--- src/adc_seq_pkg.sv ---
// Purpose: Shared constants for the converter sequencer control block
// Assumes: 8-bit register port, one clock domain
// Notes: Offsets are byte addresses on the register port
package adc_seq_pkg;

  // Register offsets
  localparam logic [7:0] PIN_CFG_OFS = 8'hAE;
  localparam logic [7:0] CTRL_OFS = 8'hB1;
  localparam logic [7:0] RES_HI_OFS = 8'hB2;
  localparam logic [7:0] CKS_LO_OFS = 8'hB3;

  // Control/status field positions
  localparam int CTRL_EN_BIT = 7;
  localparam int CTRL_START_BIT = 6;
  localparam int CTRL_EOC_BIT = 5;
  localparam int CTRL_GCH_BIT = 4;

  // Clock select field positions in the low-result register
  localparam int CKS1_BIT = 6;
  localparam int CKS0_BIT = 4;

  // Reset values
  localparam logic [2:0] CHS_RST = 3'h0;
  localparam logic [1:0] CKS_RST = 2'h0;
  localparam logic [4:0] PIN_CFG_RST = 5'h00;
  localparam logic [7:0] RDATA_RST = 8'h00;

  // Converter clock dividers per clock select code
  localparam logic [4:0] DIV_CKS0 = 5'h10;
  localparam logic [4:0] DIV_CKS1 = 5'h08;
  localparam logic [4:0] DIV_CKS2 = 5'h01;
  localparam logic [4:0] DIV_CKS3 = 5'h02;

  // Sequence counts
  localparam int CH_COUNT = 5;
  localparam int RES_W = 12;
  localparam logic [3:0] LAST_STEP = 4'hF;
  localparam logic [3:0] SAMPLE_LAST_STEP = 4'h3;
  localparam logic [1:0] LAST_TICK = 2'h3;
  localparam logic [10:0] TICKS_PER_CONV = 11'h040;
  localparam logic [11:0] SAR_FIRST_TRIAL = 12'h800;

  typedef enum logic [2:0] {
    ST_IDLE = 3'b001,
    ST_SAMPLE = 3'b010,
    ST_RESOLVE = 3'b100
  } conv_state_t;

endpackage

--- src/adc_sequencer_control.sv ---
// Purpose: Register file and successive-step sequencer for a 12-bit converter
// Assumes: Comparator answer is valid during each resolve step
// Notes: Result registers are not reset
//
// Behaviour
// - Start needs channel chosen, global enable, start
// - Completion sets end flag, stores result
// - End flag low while busy; completion clears start
// - Sixteen steps of four converter clocks
// - Bit 7 powers converter up or down
// - Bit 4 connects or disconnects channels
// - Channel codes 0..4 select inputs 0..4
// - Clock select bits 6,4 choose divider
// - High byte bits 11..4, low nibble 3..0
// - Result read-only; low write changes clock select
// - Result bits uninitialised after reset
// - Straight unsigned binary result code
// - Config bit one isolates digital pin path
// - Config bit zero keeps pin dual use
// - At most one pin connected at once
// - Enable leaves pin direction and pull-up alone
`timescale 1ns/100ps
`default_nettype none
module adc_sequencer_control (
  input wire logic i_ref_clk,
  input wire logic i_nrst,
  input wire logic [7:0] i_addr,
  input wire logic [7:0] i_wdata,
  input wire logic i_wr,
  input wire logic i_rd,
  input wire logic i_cmp_above,
  output logic [7:0] o_rdata,
  output logic o_converter_power,
  output logic [adc_seq_pkg::CH_COUNT-1:0] o_channel_connect,
  output logic [adc_seq_pkg::CH_COUNT-1:0] o_pin_analog_only,
  output logic o_sample,
  output logic [adc_seq_pkg::RES_W-1:0] o_trial_code
);

  function automatic logic [4:0] div_limit(input logic [1:0] cks);
    logic [4:0] lim;
    case (cks)
      2'h0: lim = adc_seq_pkg::DIV_CKS0;
      2'h1: lim = adc_seq_pkg::DIV_CKS1;
      2'h2: lim = adc_seq_pkg::DIV_CKS2;
      default: lim = adc_seq_pkg::DIV_CKS3;
    endcase
    return lim;
  endfunction

  function automatic logic [4:0] channel_onehot(input logic en, input logic gch,
                                                 input logic [2:0] chs);
    logic [4:0] oh;
    oh = 5'h00;
    if (en && gch && chs < 3'h5) begin
      oh[chs] = 1'b1;
    end
    return oh;
  endfunction

  logic en_reg, en_next, start_reg, start_next, eoc_reg, eoc_next, gch_reg, gch_next;
  logic [2:0] chs_reg, chs_next;
  logic [1:0] cks_reg, cks_next;
  logic [4:0] pin_cfg_reg, pin_cfg_next;
  logic [7:0] rdata_reg, rdata_next;
  logic [4:0] conn_reg, conn_next;
  logic sample_reg, sample_next;
  adc_seq_pkg::conv_state_t state_reg, state_next;
  logic [3:0] step_reg, step_next;
  logic [1:0] tick_reg, tick_next;
  logic [4:0] div_cnt_reg, div_cnt_next, div_lim_reg, div_lim_next;
  logic [11:0] sar_reg, sar_next, result_reg, result_next;
  logic wr_ctrl, wr_lo, wr_pin, busy, start_ok, abort, tick, step_end, done;
  logic [3:0] bidx;

  assign wr_ctrl = i_wr && (i_addr == adc_seq_pkg::CTRL_OFS);
  assign wr_lo = i_wr && (i_addr == adc_seq_pkg::CKS_LO_OFS);
  assign wr_pin = i_wr && (i_addr == adc_seq_pkg::PIN_CFG_OFS);
  assign busy = (state_reg != adc_seq_pkg::ST_IDLE);
  // Start needs enable and global channel in the same write
  assign start_ok = wr_ctrl && !busy && i_wdata[adc_seq_pkg::CTRL_START_BIT]
                    && i_wdata[adc_seq_pkg::CTRL_EN_BIT]
                    && i_wdata[adc_seq_pkg::CTRL_GCH_BIT];
  // Clearing start, enable or global channel stops a running conversion
  assign abort = busy && wr_ctrl && !(i_wdata[adc_seq_pkg::CTRL_START_BIT]
                 && i_wdata[adc_seq_pkg::CTRL_EN_BIT] && i_wdata[adc_seq_pkg::CTRL_GCH_BIT]);
  assign tick = busy && (div_cnt_reg == div_lim_reg - 5'h01);
  assign step_end = tick && (tick_reg == adc_seq_pkg::LAST_TICK);
  assign done = (state_reg == adc_seq_pkg::ST_RESOLVE) && step_end
                && (step_reg == adc_seq_pkg::LAST_STEP) && !abort;
  assign bidx = adc_seq_pkg::LAST_STEP - step_reg;

  // Register file
  always_comb begin
    en_next = en_reg;
    gch_next = gch_reg;
    chs_next = chs_reg;
    start_next = start_reg;
    eoc_next = eoc_reg;
    cks_next = cks_reg;
    pin_cfg_next = pin_cfg_reg;
    if (wr_ctrl) begin
      en_next = i_wdata[adc_seq_pkg::CTRL_EN_BIT];
      gch_next = i_wdata[adc_seq_pkg::CTRL_GCH_BIT];
      chs_next = i_wdata[2:0];
    end
    if (done) begin
      eoc_next = 1'b1;
      start_next = 1'b0;
    end else if (start_ok) begin
      eoc_next = 1'b0;
      start_next = 1'b1;
    end else if (abort) begin
      start_next = 1'b0;
    end else if (wr_ctrl && !busy) begin
      start_next = 1'b0;
      // A refused start leaves the end flag alone
      if (!i_wdata[adc_seq_pkg::CTRL_START_BIT]) begin
        eoc_next = i_wdata[adc_seq_pkg::CTRL_EOC_BIT];
      end
    end
    if (wr_lo) begin
      cks_next = {i_wdata[adc_seq_pkg::CKS1_BIT], i_wdata[adc_seq_pkg::CKS0_BIT]};
    end
    if (wr_pin) begin
      pin_cfg_next = i_wdata[4:0];
    end
  end

  always_ff @(posedge i_ref_clk or negedge i_nrst) begin
    if (!i_nrst) begin
      en_reg <= 1'b0;
      gch_reg <= 1'b0;
      chs_reg <= adc_seq_pkg::CHS_RST;
      start_reg <= 1'b0;
      eoc_reg <= 1'b0;
      cks_reg <= adc_seq_pkg::CKS_RST;
      pin_cfg_reg <= adc_seq_pkg::PIN_CFG_RST;
    end else begin
      en_reg <= en_next;
      gch_reg <= gch_next;
      chs_reg <= chs_next;
      start_reg <= start_next;
      eoc_reg <= eoc_next;
      cks_reg <= cks_next;
      pin_cfg_reg <= pin_cfg_next;
    end
  end

  // Sequencer: four sample steps, then twelve bit decisions MSB first
  always_comb begin
    state_next = state_reg;
    step_next = step_reg;
    tick_next = tick_reg;
    div_cnt_next = div_cnt_reg;
    div_lim_next = div_lim_reg;
    sar_next = sar_reg;
    if (start_ok) begin
      state_next = adc_seq_pkg::ST_SAMPLE;
      step_next = 4'h0;
      tick_next = 2'h0;
      div_cnt_next = 5'h00;
      div_lim_next = div_limit(cks_reg);
      sar_next = 12'h000;
    end else if (abort) begin
      state_next = adc_seq_pkg::ST_IDLE;
    end else if (busy) begin
      div_cnt_next = tick ? 5'h00 : div_cnt_reg + 5'h01;
      if (tick) begin
        tick_next = tick_reg + 2'h1;
      end
      if (step_end) begin
        step_next = step_reg + 4'h1;
        case (state_reg)
          adc_seq_pkg::ST_SAMPLE: begin
            if (step_reg == adc_seq_pkg::SAMPLE_LAST_STEP) begin
              state_next = adc_seq_pkg::ST_RESOLVE;
              sar_next = adc_seq_pkg::SAR_FIRST_TRIAL;
            end
          end
          adc_seq_pkg::ST_RESOLVE: begin
            // Keep the trial bit when input is at or above the code
            sar_next[bidx] = i_cmp_above;
            if (step_reg == adc_seq_pkg::LAST_STEP) begin
              state_next = adc_seq_pkg::ST_IDLE;
            end else begin
              sar_next[bidx - 4'h1] = 1'b1;
            end
          end
          default: state_next = adc_seq_pkg::ST_IDLE;
        endcase
      end
    end
  end

  always_ff @(posedge i_ref_clk or negedge i_nrst) begin
    if (!i_nrst) begin
      state_reg <= adc_seq_pkg::ST_IDLE;
      step_reg <= 4'h0;
      tick_reg <= 2'h0;
      div_cnt_reg <= 5'h00;
      div_lim_reg <= adc_seq_pkg::DIV_CKS0;
      sar_reg <= 12'h000;
    end else begin
      state_reg <= state_next;
      step_reg <= step_next;
      tick_reg <= tick_next;
      div_cnt_reg <= div_cnt_next;
      div_lim_reg <= div_lim_next;
      sar_reg <= sar_next;
    end
  end

  // Result holds no reset value
  always_comb begin
    result_next = done ? sar_next : result_reg;
  end

  always_ff @(posedge i_ref_clk) begin
    result_reg <= result_next;
  end

  // Read data and pin controls
  always_comb begin
    rdata_next = adc_seq_pkg::RDATA_RST;
    if (i_rd) begin
      if (i_addr == adc_seq_pkg::CTRL_OFS) begin
        rdata_next = {en_reg, start_reg, eoc_reg, gch_reg, 1'b0, chs_reg};
      end else if (i_addr == adc_seq_pkg::RES_HI_OFS) begin
        rdata_next = result_reg[11:4];
      end else if (i_addr == adc_seq_pkg::CKS_LO_OFS) begin
        rdata_next = {1'b0, cks_reg[1], 1'b0, cks_reg[0], result_reg[3:0]};
      end else if (i_addr == adc_seq_pkg::PIN_CFG_OFS) begin
        rdata_next = {3'h0, pin_cfg_reg};
      end else begin
        rdata_next = adc_seq_pkg::RDATA_RST;
      end
    end
    // Pin direction and pull-up are never touched here
    conn_next = channel_onehot(en_next, gch_next, chs_next);
    sample_next = (state_next == adc_seq_pkg::ST_SAMPLE);
  end

  always_ff @(posedge i_ref_clk or negedge i_nrst) begin
    if (!i_nrst) begin
      rdata_reg <= adc_seq_pkg::RDATA_RST;
      conn_reg <= 5'h00;
      sample_reg <= 1'b0;
    end else begin
      rdata_reg <= rdata_next;
      conn_reg <= conn_next;
      sample_reg <= sample_next;
    end
  end

  assign o_rdata = rdata_reg;
  assign o_converter_power = en_reg;
  assign o_channel_connect = conn_reg;
  assign o_pin_analog_only = pin_cfg_reg;
  assign o_sample = sample_reg;
  assign o_trial_code = sar_reg;

  // Cycle count since conversion entry, and a flag once a result is known
  logic [10:0] cyc_reg, cyc_next;
  logic res_valid_reg, res_valid_next;
  always_comb begin
    cyc_next = start_ok ? 11'h000 : (busy ? cyc_reg + 11'h001 : cyc_reg);
    res_valid_next = res_valid_reg || done;
  end
  always_ff @(posedge i_ref_clk or negedge i_nrst) begin
    if (!i_nrst) begin
      cyc_reg <= 11'h000;
      res_valid_reg <= 1'b0;
    end else begin
      cyc_reg <= cyc_next;
      res_valid_reg <= res_valid_next;
    end
  end
endmodule // adc_sequencer_control
`default_nettype wire

--- config.mk ---
export PLATFORM = sky130hd
export DESIGN_NAME = adc_sequencer_control
export DESIGN_NICKNAME = d
export VERILOG_FILES = /design/src/adc_seq_pkg.sv /design/src/adc_sequencer_control.sv
export SDC_FILE = /design/constraint.sdc
export NUM_CORES = 1
export LEC_CHECK = 0
export BUFFER_PORTS_ARGS = -buffer_cell sky130_fd_sc_hd__clkbuf_2
export CORE_MARGIN = 1.5
export CORE_UTILIZATION = 62
export DETAILED_ROUTE_END_ITERATION = 7
export PLACE_DENSITY = 0.85
export RECOVER_POWER = 100
export SYNTH_ARGS = -nofsm -noshare
export SYNTH_HDL_FRONTEND = slang
export SYNTH_SLANG_ARGS = --single-unit
export TNS_END_PERCENT = 100
--- constraint.sdc ---
create_clock -name i_ref_clk -period 5.5 [get_ports i_ref_clk]
set_input_delay 1.65 -clock i_ref_clk [delete_from_list [all_inputs] [get_ports i_ref_clk]]
set_output_delay 1.65 -clock i_ref_clk [all_outputs]
set_load 0.05 [all_outputs]
Word level (Yosys, flattened, before mapping)
Index checks and enable logic that the tools add are counted.

Register bits after elaboration: 71.

$add $sub $neg: 6. $lt $le $gt $ge: 7. Eq/ne operators: 17. Mux-type cells: 52. Bitwise operators: 1. Reductions and logical operators: 34.

Operator list (count): 2-to-1 mux 12 bit (6); equality test 8 bit (second input constant) (4); 2-to-1 mux 5 bit (6); 2-to-1 mux 8 bit (3); one-hot mux 12 bit (2 select lines) (1); logical AND 1 bit (21); 2-to-1 mux 3 bit (7); 2-to-1 mux 4 bit (4); one-hot mux 5 bit (3 select lines) (1); 2-to-1 mux 1 bit (14); bitwise mux 12 bit (1); OR 12 bit (1); less-than comparator 4 x 5 -> 1 bit (second input constant) (2); AND reduction 3 bit (3); demux 1 bit (select 4 bit) (2); greater-or-equal comparator 4 x 1 -> 1 bit (second input constant) (2); 2-to-1 mux 2 bit (4); 2-to-1 mux 7 bit (1); equality test 3 x 2 -> 1 bit (second input constant) (2); != test 3 x 1 -> 1 bit (second input constant) (2); one-hot mux 3 bit (2 select lines) (1); nonzero test 2 bit (3); adder 5 x 1 -> 5 bit (second input constant) (1); equality test 5 bit (1); 21 further kinds (24).

Depth between registers and ports, before layout
Depth after elaboration: 13. Mapped depth: 9.

Least setup slack after synthesis
No wires, ideal clock.

Path type: input to register. Start: input i_addr[1]. End: register result_reg[0], enable pin. Library setup time: 0.399 ns. Arrival time: 3.371 ns. Required time: 5.101 ns. Path slack: 1.731 ns. Stages: 5. Buffers on the path: 1. Path through: clkbuf_1 -> and3b_1 -> nand4_1 -> nand3_1 -> nor3_1.

Word-level cells in the longest chain between the ends: 6.

RTL lines: start: declaration (line adc_sequencer_control.sv:27) `input wire logic [7:0] i_addr,`; equality test 8 bit (line adc_sequencer_control.sv:76) `assign wr_ctrl = i_wr && (i_addr == adc_seq_pkg::CTRL_OFS);`; logical AND 1 bit (line adc_sequencer_control.sv:76); logical AND 1 bit (2 in a row) (line adc_sequencer_control.sv:85) `assign abort = busy && wr_ctrl && !(i_wdata[adc_seq_pkg::CTRL_START_BIT]`; logical NOT 1 bit (line adc_sequencer_control.sv:90) `&& (step_reg == adc_seq_pkg::LAST_STEP) && !abort;`; logical AND 1 bit (line adc_sequencer_control.sv:90); net done (line adc_sequencer_control.sv:73) `logic wr_ctrl, wr_lo, wr_pin, busy, start_ok, abort, tick, step_end, done;`; end signal: assignment (line adc_sequencer_control.sv:220) `result_reg <= result_next;`; end: declaration (line adc_sequencer_control.sv:72) `logic [11:0] sar_reg, sar_next, result_reg, result_next;`.

The timed path passes the listed nets, and every way through them passes these cells. A chain may end at the register's enable or synchronous reset.

Worst setup path in the final report
Start: input i_addr[0]. End: register result_reg[5] (data pin).

Word-level cells in the longest chain between the ends: 7.

RTL lines: equality test 8 bit * (line adc_sequencer_control.sv:76); logical AND 1 bit * (line adc_sequencer_control.sv:76); logical AND 1 bit (2 in a row) (line adc_sequencer_control.sv:81) `assign start_ok = wr_ctrl && !busy && i_wdata[adc_seq_pkg::CTRL_START_BIT]`; logical AND 1 bit (line adc_sequencer_control.sv:82) `&& i_wdata[adc_seq_pkg::CTRL_EN_BIT]`; logical AND 1 bit (line adc_sequencer_control.sv:83) `&& i_wdata[adc_seq_pkg::CTRL_GCH_BIT];`; 2-to-1 mux 12 bit * (line adc_sequencer_control.sv:158) `if (start_ok) begin`; net sar_next[5] (line adc_sequencer_control.sv:72).

The timed path passes the listed nets; every way through them passes the cells marked *.

==> key figures <==
Run status
  – Status: finished clean

CTS
  – CTS Buf Count: 9
  – Later-pin clock latency in the skew report: 0.36 ns
  – Clock buffer depth: 2
  – TritonCTS clock tree: yes
  – Clk pin slew, worst setup/hold paths: 0.08 ns
  – TritonCTS Sinks: 70
  – CTS Root Cell: clkbuf_8
  – H-tree depth: 3
  – Buffers inserted by post-CTS timing repair: 0
  – Cts repair resizes: 0
  – Hold buffers post-CTS: 0

Worst setup path
  – Setup CP Type: in2reg
  – CP max FO: 17
  – Reg2Reg Depth: 8
  – Startpoint Class: input pin
  – R2r setup slk: 2.29 ns
  – Crit path to: result_reg[5]$_DFFE_PP_
  – Setup crit end kind: register
  – RR Endpoint: result_reg[9]$_DFFE_PP_
  – Crit path DAT: 4.06 ns
  – Worst EP required: about 5.6 ns
  – R2r startpoint: div_lim_reg[0]$_DFFE_PN0P_
  – CP startpoint: i_addr[0]

Timing
  – Fin. Hold Viols: 0
  – Rel. slew slack: 30.41%
  – Setup total negative slack: 0 ns
  – Clk_skew: 0.01213 ns
  – Worst Tran Pin Value: 1.029 ns
  – Fin crit period: 4.001 ns
  – Setup slack after layout: between 1 and 1.5 ns
  – Setup violators final: 0
  – Final worst path period share: 72.75%
  – Fmax achieved: about 250 MHz
  – Slew Viols, Final: 0
  – RSZ-0062 raised after global routing: no

Synth
  – Post-synth top flop: dfrtp_1
  – Syn nets: just under 400
  – Post-Synthesis Cells: approximately 360
  – EDFF count, synth: 12
  – Syn Std Cell Area: 3714 sq um
  – Seq cells post-synth: 70
  – Sequential fraction of the synthesis area: 48.85%
  – YS warnings: 0
  – Synthesized area per cell: 10.46 sq um
  – Synth async-reset ratio: 82.86%
  – Distinct cells, synth: 56

Die
  – Die width: 80.39 um
  – Top-Level Pins: 53
  – Die height: 80.39 um
  – Rows: 28
  – Initial Util: 63.47%
  – Core Area: 5851 sq um
  – Die area: 6463 sq um

Place
  – DP Wirelength: 6328 um
  – Port Buffers: between 50 and 60
  – Dpl ws: 1.556 ns
  – GP Congestion: 0.8673
  – Dpl cell area: around 4000 sq um

Drt
  – First drt pass iteration count: 8
  – DR vias: between 3000 and 4000
  – Vias per cell: 6.481
  – Post-route antenna net violation count: 0
  – Total wire length: 9281 um
  – DRT iter0 DRCs: 362
  – WL/cell: 19.18 um
  – # DRC: 0

Final layout
  – Final core occ: 71.21%
  – Post-route cell area: 4167 sq um
  – Layout cells sized above 1: roughly 16%
  – ANT cells: 0
  – NumNets Final: 436
  – Synthesis-to-layout area growth: 12.20%
  – Commonest cells after routing, fill and taps aside: dfrtp_1 (56), clkbuf_1 (36), nand2_1 (28)
  – Commonest non-fill, non-tap cell in the layout: dfrtp_1
  – Fill cell count: 431

Pwr
  – Worst vdd ir: 0.2209 mV
  – Lkg Pwr: 1.826 nW
  – Total power: 1.137 mW
  – Power Density: 272.9 nW/um^2

Global route
  – Number of global-route vias before repair: 2920
  – Pin count of the biggest net entering global routing: a little under 60
  – Total global routing overflow: 0
  – GR Util All Layers: between 30% and 40%
  – Initial antenna violation count: 0
  – First-pass GRT wire length: 14630 um

Hold path
  – Hold Crit Depth: 1
  – Hold Crit Class: reg2reg
  – Worst hold start: div_lim_reg[4]$_DFFE_PN1P_

Run
  – Max cap viols: 0
-- report_power, final --
part	switching, mW	total [mW]	internal, mW
clock	0.216	0.477	0.261
combinational	0.0673	0.105	0.0375
sequential	0.0169	0.555	0.538
total	0.300	1.14	0.837
-- cell usage after synthesis (3+ instances only) --
cell,n,share of area (%)
nor2b_1,4,0.67
o311ai_1,7,1.7
xnor2_1,5,1.2
a31o_2,4,0.94
nor2_1,26,2.6
a21oi_1,14,1.9
ha_1,11,3.7
o21ai_1,8,1.1
clkbuf_1,12,1.2
a22oi_1,9,1.8
mux2_2,17,5.2
o21ai_0,18,2.4
a32oi_1,9,2.1
mux2i_1,5,1.3
dfrtp_1,56,38
a221o_1,3,0.81
nor3_1,6,0.81
nand2b_1,5,0.84
xor2_1,4,0.94
o31ai_1,3,0.61
inv_1,13,1.3
nand3_1,14,1.9
nand3b_1,7,1.4
and3_1,7,1.2
nand2_1,28,2.8
and2_1,5,0.84
edfxtp_1,12,9.7
-- worst max-delay path, stage by stage --
cell and delay [ns]:
clkbuf_1 0.43, nand3b_1 0.21, nor4_1 0.65, nand2_1 0.58, o311ai_0 0.30, o21ai_0 0.24
-- worst min-delay path by stage --
| stage | endpoint | slack (ns) |
|---|---|---|
| global route | div_lim_reg[4]$_DFFE_PN1P_ | 0.54 |
| finish | div_lim_reg[4]$_DFFE_PN1P_ | 0.54 |
| global placement | eoc_reg$_DFFE_PN0P_ | 0.48 |
| detailed placement | div_lim_reg[4]$_DFFE_PN1P_ | 0.53 |
| floorplan | eoc_reg$_DFFE_PN0P_ | 0.46 |
| CTS | div_lim_reg[4]$_DFFE_PN1P_ | 0.54 |
-- through the flow --
stage          std cells  hold slack [ns]
5_1_grt              484           0.5420
3_3_place_gp         468           0.4790
4_1_cts              484           0.5374
3_5_place_dp         468           0.5263
2_1_floorplan        355           0.4604
6_report             484           0.5377
-- layout make-up --
type                            count  area (sq um)  area share, %
Sequential cell                    70          1814          43.54
Multi-Input combinational cell    255          1749          41.98
Timing Repair Buffer               55         232.7          5.586
Clock buffer                        9         123.9          2.973
Clock inverter                      7         103.9          2.492
Tap cell                           75         93.84          2.252
Inverter                           13         48.80          1.171
-- logic make-up after synthesis --
group	Yosys count	synth area share, %
and+or+nand+nor	122	18.33
AOI/OAI and AO/OA	90	16.54
DFF	70	48.85
buffers and inverters	30	3.302
muxes	22	6.503
adders and majority gates	11	3.706
xor gates and xnor gates	10	2.763
-- metal layers --
layer | up-vias | GRT usage [%] | routed length (um)
li1 | 1407 | - | -
met1 | 1500 | 41.86 | 3833
met2 | 196 | 46.39 | 4337
met3 | 34 | 7.045 | 831
met4 | 0 | 13.10 | 278
met5 | - | 0 | 0
Power figures use the tool's default switching activity.
